===== config.mk =====
export PLATFORM = sky130hd
export DESIGN_NAME = full_duplex_serial_port
export DESIGN_NICKNAME = d
export VERILOG_FILES = /design/src/verilog/serial_port_pkg.sv /design/src/verilog/bit_timer.sv /design/src/verilog/full_duplex_serial_port.sv
export SDC_FILE = /design/constraint.sdc
export NUM_CORES = 1
export LEC_CHECK = 0
export ABC_AREA = 1
export BUFFER_PORTS_ARGS = -buffer_cell sky130_fd_sc_hd__buf_2
export CORE_MARGIN = 10
export CORE_UTILIZATION = 52
export CTS_CLUSTER_SIZE = 12
export DETAILED_ROUTE_END_ITERATION = 8
export GPL_TIMING_DRIVEN = 0
export MAX_ROUTING_LAYER = met4
export PLACE_DENSITY_LB_ADDON = 0.2
export SETUP_SLACK_MARGIN = 0.02
export SLEW_MARGIN = 10
export SYNTH_ARGS = -nofsm -noshare
export SYNTH_HDL_FRONTEND = slang
export SYNTH_SLANG_ARGS = --single-unit

===== constraint.sdc =====
create_clock -name clk -period 2.11 [get_ports clk]
set_clock_uncertainty 0.15 [all_clocks]
set_input_delay 0.1055 -clock clk [delete_from_list [all_inputs] [get_ports clk]]
set_output_delay 0.1055 -clock clk [all_outputs]
set_load 0.005 [all_outputs]

===== src/verilog/serial_port_pkg.sv =====
// shared constants and types for the full-duplex serial port
package serial_port_pkg;

  // special function register addresses
  localparam logic [7:0] CTRL_STATUS_ADDR = 8'h98;
  localparam logic [7:0] DATA_BUF_ADDR = 8'h99;

  // control/status bit positions
  localparam int BIT_MODE_HI = 7;
  localparam int BIT_MODE_LO = 6;
  localparam int BIT_FILTER = 5;
  localparam int BIT_RX_EN = 4;
  localparam int BIT_TX_NINTH = 3;
  localparam int BIT_RX_NINTH = 2;
  localparam int BIT_TX_DONE = 1;
  localparam int BIT_RX_DONE = 0;

  localparam logic [7:0] CTRL_RESET = 8'h00;
  localparam logic [7:0] READ_UNMAPPED = 8'h00;

  // divider terminal counts: shift mode 12 clocks per bit, uart 16 ticks per bit
  localparam logic [3:0] SHIFT_LAST = 4'hB;
  localparam logic [3:0] OVS_LAST = 4'hF;
  localparam logic [3:0] SCLK_LOW_FIRST = 4'h4;
  localparam logic [3:0] SCLK_LOW_LAST = 4'h9;
  localparam logic [3:0] SHIFT_SAMPLE = 4'h9;
  localparam logic [3:0] VOTE_A = 4'h6;
  localparam logic [3:0] VOTE_B = 4'h7;
  localparam logic [3:0] VOTE_C = 4'h8;

  // fixed-rate prescaler: 4 clocks x 16 = osc/64, 2 clocks x 16 = osc/32
  localparam logic [1:0] PRE_LAST_64 = 2'h3;
  localparam logic [1:0] PRE_LAST_32 = 2'h1;

  localparam logic [2:0] LAST_DATA_BIT = 3'h7;

  typedef enum logic [1:0] {
    MODE_SHIFT = 2'h0,
    MODE_UART8 = 2'h1,
    MODE_UART9_FIXED = 2'h2,
    MODE_UART9_VAR = 2'h3
  } mode_t;

  // gray coded along idle -> start -> data -> ninth -> stop
  typedef enum logic [2:0] {
    ST_IDLE = 3'h0,
    ST_START = 3'h1,
    ST_DATA = 3'h3,
    ST_NINTH = 3'h2,
    ST_STOP = 3'h6
  } frame_state_t;

endpackage


===== src/verilog/bit_timer.sv =====
// bit-time divider: counts step pulses and flags the last one of each bit
`timescale 1ns/1ps
`default_nettype none
module bit_timer
  import serial_port_pkg::*;
(
  input wire logic clk,
  input wire logic rst_n,
  input wire logic clear,
  input wire logic step,
  input wire logic [3:0] last,
  output logic [3:0] count,
  output logic wrap
);

  logic [3:0] count_ff;
  logic [3:0] nxt_count;

  // wrap is combinational so the caller acts in the same cycle as the last step
  assign wrap = step && (count_ff == last);
  assign nxt_count = clear ? 4'h0 : wrap ? 4'h0 : step ? count_ff + 4'h1 : count_ff;
  assign count = count_ff;

  always_ff @(posedge clk) begin
    if (!rst_n) begin
      count_ff <= 4'h0;
    end else begin
      count_ff <= nxt_count;
    end
  end

endmodule
`default_nettype wire


===== src/verilog/full_duplex_serial_port.sv =====
// full-duplex serial port with shared data buffer and control/status register
`timescale 1ns/1ps
`default_nettype none
module full_duplex_serial_port
  import serial_port_pkg::*;
(
  input wire logic clk,
  input wire logic rst_n,
  input wire logic [7:0] sfr_addr,
  input wire logic sfr_wr,
  input wire logic sfr_rd,
  input wire logic [7:0] sfr_wdata,
  output logic [7:0] sfr_rdata,
  input wire logic baud_double,
  input wire logic tx_timer_tick,
  input wire logic rx_timer_tick,
  input wire logic rxd_in,
  output logic rxd_out,
  output logic rxd_oe_n,
  output logic txd,
  output logic serial_irq
);

  // software-owned control bits and hardware flags
  logic [7:3] ctrl_ff;
  logic rx_ninth_bit_ff, tx_done_flag_ff, rx_done_flag_ff;
  logic [7:0] rx_buf_ff, tx_data_ff, rdata_ff;
  logic tx_pend_ff;
  logic [1:0] pre_ff;
  logic rxd_s1_ff, rxd_s2_ff, rxd_s3_ff, rxd_f_ff, rxd_prev_ff;
  frame_state_t tx_st_ff, rx_st_ff;
  logic [2:0] tx_cnt_ff, rx_cnt_ff, vote_ff;
  logic [7:0] tx_shift_ff, rx_shift_ff;
  logic tx_line_ff, rx_ninth_ff, shift_sample_ff;
  logic txd_ff, rxd_out_ff, rxd_oe_n_ff, irq_ff;

  // register decode
  wire wr_ctrl = sfr_wr && (sfr_addr == CTRL_STATUS_ADDR);
  wire wr_buf = sfr_wr && (sfr_addr == DATA_BUF_ADDR);
  wire rd_ctrl = sfr_rd && (sfr_addr == CTRL_STATUS_ADDR);
  wire rd_buf = sfr_rd && (sfr_addr == DATA_BUF_ADDR);
  wire [7:0] ctrl_view = {ctrl_ff, rx_ninth_bit_ff, tx_done_flag_ff, rx_done_flag_ff};

  mode_t mode;
  assign mode = mode_t'({ctrl_ff[BIT_MODE_HI], ctrl_ff[BIT_MODE_LO]});
  wire mode0 = (mode == MODE_SHIFT);
  wire mode1 = (mode == MODE_UART8);
  wire nine_bit = ctrl_ff[BIT_MODE_HI];
  wire multiproc_filter = ctrl_ff[BIT_FILTER];
  wire rx_enable = ctrl_ff[BIT_RX_EN];
  wire tx_ninth_bit = ctrl_ff[BIT_TX_NINTH];

  // fixed-rate prescaler for mode 2; baud_double picks osc/32 over osc/64
  wire [1:0] pre_last = baud_double ? PRE_LAST_32 : PRE_LAST_64;
  wire pre_tick = (pre_ff == pre_last);
  wire [1:0] nxt_pre = pre_tick ? 2'h0 : pre_ff + 2'h1;

  // per-direction step source: separate timer ticks allow separate rates
  wire tx_step = mode0 ? 1'b1 : (mode == MODE_UART9_FIXED) ? pre_tick : tx_timer_tick;
  wire rx_step = mode0 ? 1'b1 : (mode == MODE_UART9_FIXED) ? pre_tick : rx_timer_tick;
  wire [3:0] bit_last = mode0 ? SHIFT_LAST : OVS_LAST;

  // receive start: falling edge of the filtered line, or mode 0 arming
  wire rx_fall = rxd_prev_ff && !rxd_f_ff;
  wire rx_arm0 = mode0 && rx_enable && !rx_done_flag_ff && (tx_st_ff == ST_IDLE);
  wire rx_begin = (rx_st_ff == ST_IDLE) && (mode0 ? rx_arm0 : (rx_enable && rx_fall));

  logic [3:0] tx_count, rx_count;
  logic tx_wrap, rx_wrap;

  bit_timer u_tx_timer (
    .clk(clk),
    .rst_n(rst_n),
    .clear(1'b0),
    .step(tx_step),
    .last(bit_last),
    .count(tx_count),
    .wrap(tx_wrap)
  );

  // rx timer restarts on a start edge to align with incoming bit cells
  bit_timer u_rx_timer (
    .clk(clk),
    .rst_n(rst_n),
    .clear(rx_begin),
    .step(rx_step),
    .last(bit_last),
    .count(rx_count),
    .wrap(rx_wrap)
  );

  // majority of three samples rejects noise; mode 0 takes one sample
  wire vote_maj = (vote_ff[0] & vote_ff[1]) | (vote_ff[0] & vote_ff[2]) | (vote_ff[1] & vote_ff[2]);
  wire rx_bit = mode0 ? shift_sample_ff : vote_maj;

  // frame ends
  wire tx_last_data = (tx_st_ff == ST_DATA) && (tx_cnt_ff == LAST_DATA_BIT);
  wire rx_last_data = (rx_st_ff == ST_DATA) && (rx_cnt_ff == LAST_DATA_BIT);
  wire tx_end = tx_wrap && ((tx_st_ff == ST_STOP) || (tx_last_data && mode0));
  wire rx_end = rx_wrap && rx_enable && ((rx_st_ff == ST_STOP) || (rx_last_data && mode0));
  // filter: ninth bit in modes 2/3, stop bit in mode 1; a still-set flag drops the byte
  wire filter_pass = mode0 || !multiproc_filter || (mode1 ? rx_bit : rx_ninth_ff);
  wire rx_accept = rx_end && !rx_done_flag_ff && filter_pass;
  wire rx_load_ninth = mode1 ? rx_bit : rx_ninth_ff;
  wire [7:0] rx_final_byte = mode0 ? {rx_bit, rx_shift_ff[7:1]} : rx_shift_ff;

  // flag next values: a hardware set beats a software clear in the same cycle
  wire nxt_tx_done = tx_end | (wr_ctrl ? sfr_wdata[BIT_TX_DONE] : tx_done_flag_ff);
  wire nxt_rx_done = rx_accept | (wr_ctrl ? sfr_wdata[BIT_RX_DONE] : rx_done_flag_ff);
  wire nxt_rx_ninth = (rx_accept && !mode0) ? rx_load_ninth :
                      wr_ctrl ? sfr_wdata[BIT_RX_NINTH] : rx_ninth_bit_ff;
  wire [7:0] nxt_rdata = rd_buf ? rx_buf_ff : rd_ctrl ? ctrl_view : READ_UNMAPPED;

  // control/status and data registers
  always_ff @(posedge clk) begin
    if (!rst_n) begin
      ctrl_ff <= CTRL_RESET[7:3];
      rx_ninth_bit_ff <= CTRL_RESET[BIT_RX_NINTH];
      tx_done_flag_ff <= CTRL_RESET[BIT_TX_DONE];
      rx_done_flag_ff <= CTRL_RESET[BIT_RX_DONE];
      rdata_ff <= READ_UNMAPPED;
      tx_data_ff <= 8'h00;
      pre_ff <= 2'h0;
      irq_ff <= 1'b0;
    end else begin
      if (wr_ctrl) begin
        ctrl_ff <= sfr_wdata[7:3];
      end
      if (wr_buf) begin
        tx_data_ff <= sfr_wdata;
      end
      rx_ninth_bit_ff <= nxt_rx_ninth;
      tx_done_flag_ff <= nxt_tx_done;
      rx_done_flag_ff <= nxt_rx_done;
      rdata_ff <= nxt_rdata;
      pre_ff <= nxt_pre;
      irq_ff <= nxt_tx_done | nxt_rx_done;
    end
  end

  // receive holding register, separate from the shift register
  always_ff @(posedge clk) begin
    if (!rst_n) begin
      rx_buf_ff <= 8'h00;
    end else if (rx_accept) begin
      rx_buf_ff <= rx_final_byte;
    end
  end

  // pin synchroniser: stage one feeds stage two only; filtered level needs s2 == s3
  always_ff @(posedge clk) begin
    if (!rst_n) begin
      rxd_s1_ff <= 1'b1;
      rxd_s2_ff <= 1'b1;
      rxd_s3_ff <= 1'b1;
      rxd_f_ff <= 1'b1;
      rxd_prev_ff <= 1'b1;
    end else begin
      rxd_s1_ff <= rxd_in;
      rxd_s2_ff <= rxd_s1_ff;
      rxd_s3_ff <= rxd_s2_ff;
      if (rxd_s2_ff == rxd_s3_ff) begin
        rxd_f_ff <= rxd_s3_ff;
      end
      rxd_prev_ff <= rxd_f_ff;
    end
  end

  // transmit sequencer; bit times follow the free-running divider, not the write
  always_ff @(posedge clk) begin
    if (!rst_n) begin
      tx_st_ff <= ST_IDLE;
      tx_cnt_ff <= 3'h0;
      tx_shift_ff <= 8'h00;
      tx_line_ff <= 1'b1;
      tx_pend_ff <= 1'b0;
    end else begin
      if (wr_buf) begin
        tx_pend_ff <= 1'b1;
      end else if (tx_wrap && tx_st_ff == ST_IDLE) begin
        tx_pend_ff <= 1'b0;
      end
      if (tx_wrap) begin
        case (tx_st_ff)
          ST_IDLE: begin
            if (tx_pend_ff) begin
              tx_shift_ff <= tx_data_ff;
              tx_cnt_ff <= 3'h0;
              tx_st_ff <= mode0 ? ST_DATA : ST_START;
              tx_line_ff <= mode0 ? tx_data_ff[0] : 1'b0;
            end
          end
          ST_START: begin
            tx_st_ff <= ST_DATA;
            tx_line_ff <= tx_shift_ff[0];
          end
          ST_DATA: begin
            tx_shift_ff <= {1'b0, tx_shift_ff[7:1]};
            tx_cnt_ff <= tx_cnt_ff + 3'h1;
            if (tx_cnt_ff != LAST_DATA_BIT) begin
              tx_line_ff <= tx_shift_ff[1];
            end else if (mode0) begin
              tx_st_ff <= ST_IDLE;
              tx_line_ff <= 1'b1;
            end else if (nine_bit) begin
              tx_st_ff <= ST_NINTH;
              tx_line_ff <= tx_ninth_bit;
            end else begin
              tx_st_ff <= ST_STOP;
              tx_line_ff <= 1'b1;
            end
          end
          ST_NINTH: begin
            tx_st_ff <= ST_STOP;
            tx_line_ff <= 1'b1;
          end
          ST_STOP: begin
            tx_st_ff <= ST_IDLE;
          end
          default: begin
            tx_st_ff <= ST_IDLE;
            tx_line_ff <= 1'b1;
          end
        endcase
      end
    end
  end

  // receive sequencer runs beside the transmitter on its own divider
  always_ff @(posedge clk) begin
    if (!rst_n) begin
      rx_st_ff <= ST_IDLE;
      rx_cnt_ff <= 3'h0;
      rx_shift_ff <= 8'h00;
      rx_ninth_ff <= 1'b0;
      vote_ff <= 3'h0;
      shift_sample_ff <= 1'b0;
    end else begin
      if (rx_step && rx_count == VOTE_A) vote_ff[0] <= rxd_f_ff;
      if (rx_step && rx_count == VOTE_B) vote_ff[1] <= rxd_f_ff;
      if (rx_step && rx_count == VOTE_C) vote_ff[2] <= rxd_f_ff;
      if (rx_count == SHIFT_SAMPLE) shift_sample_ff <= rxd_f_ff;
      if (!rx_enable) begin
        rx_st_ff <= ST_IDLE;
      end else if (rx_begin) begin
        rx_st_ff <= mode0 ? ST_DATA : ST_START;
        rx_cnt_ff <= 3'h0;
      end else if (rx_wrap) begin
        case (rx_st_ff)
          ST_START: begin
            // a high majority is a false start: go back to hunting
            rx_st_ff <= rx_bit ? ST_IDLE : ST_DATA;
          end
          ST_DATA: begin
            rx_shift_ff <= {rx_bit, rx_shift_ff[7:1]};
            rx_cnt_ff <= rx_cnt_ff + 3'h1;
            if (rx_cnt_ff == LAST_DATA_BIT) begin
              rx_st_ff <= mode0 ? ST_IDLE : nine_bit ? ST_NINTH : ST_STOP;
            end
          end
          ST_NINTH: begin
            rx_ninth_ff <= rx_bit;
            rx_st_ff <= ST_STOP;
          end
          ST_STOP: begin
            rx_st_ff <= ST_IDLE;
          end
          default: begin
            rx_st_ff <= ST_IDLE;
          end
        endcase
      end
    end
  end

  // pin drive: mode 0 puts data on the rx pin and the shift clock on the tx pin
  wire tx0_active = mode0 && (tx_st_ff != ST_IDLE);
  wire rx0_active = mode0 && (rx_st_ff != ST_IDLE);
  wire [3:0] sclk_count = tx0_active ? tx_count : rx_count;
  wire sclk_low = (tx0_active || rx0_active) &&
                  (sclk_count >= SCLK_LOW_FIRST) && (sclk_count <= SCLK_LOW_LAST);
  wire nxt_txd = mode0 ? !sclk_low : tx_line_ff;
  wire nxt_rxd_out = tx0_active ? tx_line_ff : 1'b1;

  // registered pins; one cycle of latency is traded for glitch-free outputs
  always_ff @(posedge clk) begin
    if (!rst_n) begin
      txd_ff <= 1'b1;
      rxd_out_ff <= 1'b1;
      rxd_oe_n_ff <= 1'b1;
    end else begin
      txd_ff <= nxt_txd;
      rxd_out_ff <= nxt_rxd_out;
      rxd_oe_n_ff <= !tx0_active;
    end
  end

  assign sfr_rdata = rdata_ff;
  assign txd = txd_ff;
  assign rxd_out = rxd_out_ff;
  assign rxd_oe_n = rxd_oe_n_ff;
  assign serial_irq = irq_ff;
endmodule
`default_nettype wire


==> out/metrics.csv <==
metric,value,unit
postCtsSetupRepairBufs,0,
instances_no_fill,714,
clk_pin_slew,0.09,ns
critical_path_arrival,2.07,ns
worstSetupEndpointType,flop,
row_count,32,
r2r-start,ctrl_ff[4]$_SDFFE_PN0N_,
area_delta_synth_final,15.3,%
die_area,11800,µm²
initial_utilization,53.2,%
grt_overflow,0,
synthCells,552,
root_buffer,clkbuf_8,
routed_wl,9.78,mm
grt_max_degree,16,
min_period,1.96,ns
r2r_cells,10,
synth_flop_cell,dfxtp_1,
antenna_found_initial,0,
relSlewSlack,58.3,%
min-delay-start,baud_double,
cts_buffers,9,
port_buffers,34,
final_common_cell,nand2_1,
p_leak,1.97,nW
rsz0062_at_grt,false,
finalPower,3.10,mW
drt_iter0_drc,213,
fin_ws,0.147,ns
clock_path_buffers,2,
hpwl,7.33,mm
r2r-end,rx_shift_ff[4]$_SDFFE_PN0P_,
tns,0,ns
htreeDepth,3,
io_pins,36,
layout_common_cells,"nand2_1 (124), dfxtp_1 (85), nor2_1 (56)",
grt_pass1_vias,3434,
fmax,510,MHz
synth_edf_count,0,
netlist_area,4090,µm²
setup_viol,0,
hold_violations,0,
drc,0,
powerDensity,658,nW/µm²
dr_total_vias,3716,
gp_congestion,0.884,
yosys.cell_types.count,39,
diodes,0,
hold_end,pre_ff[1]$_SDFF_PP0_,
crit_type,flop to flop,
syn-mean-instance-area,7.41,µm²
numClockSinks,86,
whs_path_depth,4,
maxCapViolCount,0,
path_max_fanout,10,
slew_violations,0,
yosys_warnings,0,
first_pass_iters,5,
fp.dieH,109,µm
core,7690,µm²
placed_cells,688,
wl_per_cell,13.7,µm
post-route-period-util,93.0,%
synthArstFlopShare,0,%
synth-seq-cells,86,
status,completed,
drive_gt1_share,15.8,%
startpoint_type,flop,
nFillCells,717,
tritoncts,built,
yosysSeqAreaShare,42.1,%
required,2.21,ns
grt_pass1_wl,16.3,mm
finalNetCount,641,
synthesis.nets,585,
hp-class,input port to flop,
dpl_worst_slack,0.139,ns
postRouteAntennaNets,0,
insertion_delay,0.36,ns
ir_worst_vdd,0.389,mV
rrSetupSlack,0.15,ns
grt_use_total,17.4,%
vias_per_cell,5.20,
die_w,109,µm
max_slew.worst_pin.slew,0.625,ns
power by group:
group | internal (mW) | switching [mW] | total (mW) | leakage, nW
clock | 0.673 | 0.611 | 1.28 | 0.107
combinational | 0.0664 | 0.0940 | 0.160 | 1.17
sequential | 1.64 | 0.0182 | 1.66 | 0.696
state kept, by name (all words and copies together) (netlist names), 3 cells and up:
name	count
u_tx_timer.count	4
rx_st_ff	3
tx_cnt_ff	3
tx_data_ff	8
rx_shift_ff	8
rx_cnt_ff	3
u_rx_timer.count	4
vote_ff	3
tx_shift_ff	8
rx_buf_ff	8
tx_st_ff	3
sfr_rdata	8
ctrl_ff	5
synthesized netlist by cell type (2+ instances only):
cell	n	area, µm²
o21ai_0	37	185
buf_6	3	33.8
ha_1	9	113
o21ai_2	2	17.5
or2_2	5	31.3
a21oi_2	3	26.3
mux2i_1	5	50.1
a21oi_1	50	250
nand3b_1	2	15.0
nor2_4	4	45.0
nand2_4	6	67.6
nor2_2	4	25.0
buf_1	3	11.3
nand3_2	5	50.1
inv_2	4	15.0
nand2_1	124	465
buf_2	2	10.0
inv_1	47	176
nand2_2	5	31.3
nand3_1	31	155
nand4_1	8	50.1
clkbuf_1	8	30.0
o21ai_1	9	45.0
nor3_1	20	100
dfxtp_1	86	1720
nor2_1	56	210
o211ai_1	2	15.0
cells by family after synthesis:
| logic type | share of synthesized area, % |
|---|---|
| multiplexers | 1.22 |
| AO/OA/AOI/OAI | 14.0 |
| AND/OR/NAND/NOR | 32.7 |
| buffers and inverters | 6.76 |
| XOR/XNOR | 0.429 |
| flip-flops | 42.1 |
| adder cells (fa/ha/maj) | 2.75 |
how the worst max path moves through the flow:
stage	cells after the start	startpoint	end
2_1_floorplan	9	ctrl_ff[6]$_SDFFE_PN0N_	tx_cnt_ff[0]$_SDFFE_PN0P_
3_3_place_gp	6	ctrl_ff[6]$_SDFFE_PN0N_	txd$_SDFF_PN1_
3_5_place_dp	6	ctrl_ff[6]$_SDFFE_PN0N_	txd$_SDFF_PN1_
4_1_cts	6	ctrl_ff[6]$_SDFFE_PN0N_	txd$_SDFF_PN1_
5_1_grt	9	tx_st_ff[1]$_SDFFE_PN0P_	rx_shift_ff[3]$_SDFFE_PN0P_
6_report	10	ctrl_ff[4]$_SDFFE_PN0N_	rx_shift_ff[4]$_SDFFE_PN0P_
what timing repair did:
item / CTS / global route
endpoints found under the setup margin: 0 / 8
endpoints found under the hold margin: 16 / 0
hold buffers: 11 / 0
resized for setup: 0 / 1
area by class of cell:
type / instances / area (µm²) / share of cell area (%)
flip-flops and latches: 86 / 1720 / 36.5
multi-input cells: 399 / 2090 / 44.3
plain buffers: 16 / 85.1 / 1.80
clock buffers: 9 / 124 / 2.63
repair buffers: 45 / 280 / 5.94
inverters: 51 / 191 / 4.06
well taps: 102 / 128 / 2.71
clock inverters: 6 / 93.8 / 1.99
per-layer routing:
layer | vias up | global-route usage [%] | part of all wire [%]
met3 | 17 | 3.66 | 5.4
met4 | 0 | 4.61 | 1.4
met1 | 1682 | 21.6 | 45
li1 | 1921 | - | -
met5 | - | - | 0
met2 | 96 | 28.3 | 48
critical path: stages, from the launching register on:
cell     delay [ns]
dfxtp_1        0.53
inv_1          0.11
nor2_2         0.15
inv_2          0.07
o21ai_2        0.12
nand3_2        0.16
nand2_4        0.19
nor2_4         0.04
buf_6          0.14
o21ai_1        0.14
nor2_1         0.05
metrics by stage:
step	utilization [%]	hold WS (ns)	instance area, µm²
detailed placement	57.0	0.148	4390
finish	61.3	0.0166	4710
global placement	57.0	0.142	4390
global route	61.3	0.0266	4710
floorplan	-	0.0621	4090
CTS	61.3	0.0125	4710
(Power assumes the default switching activity.)
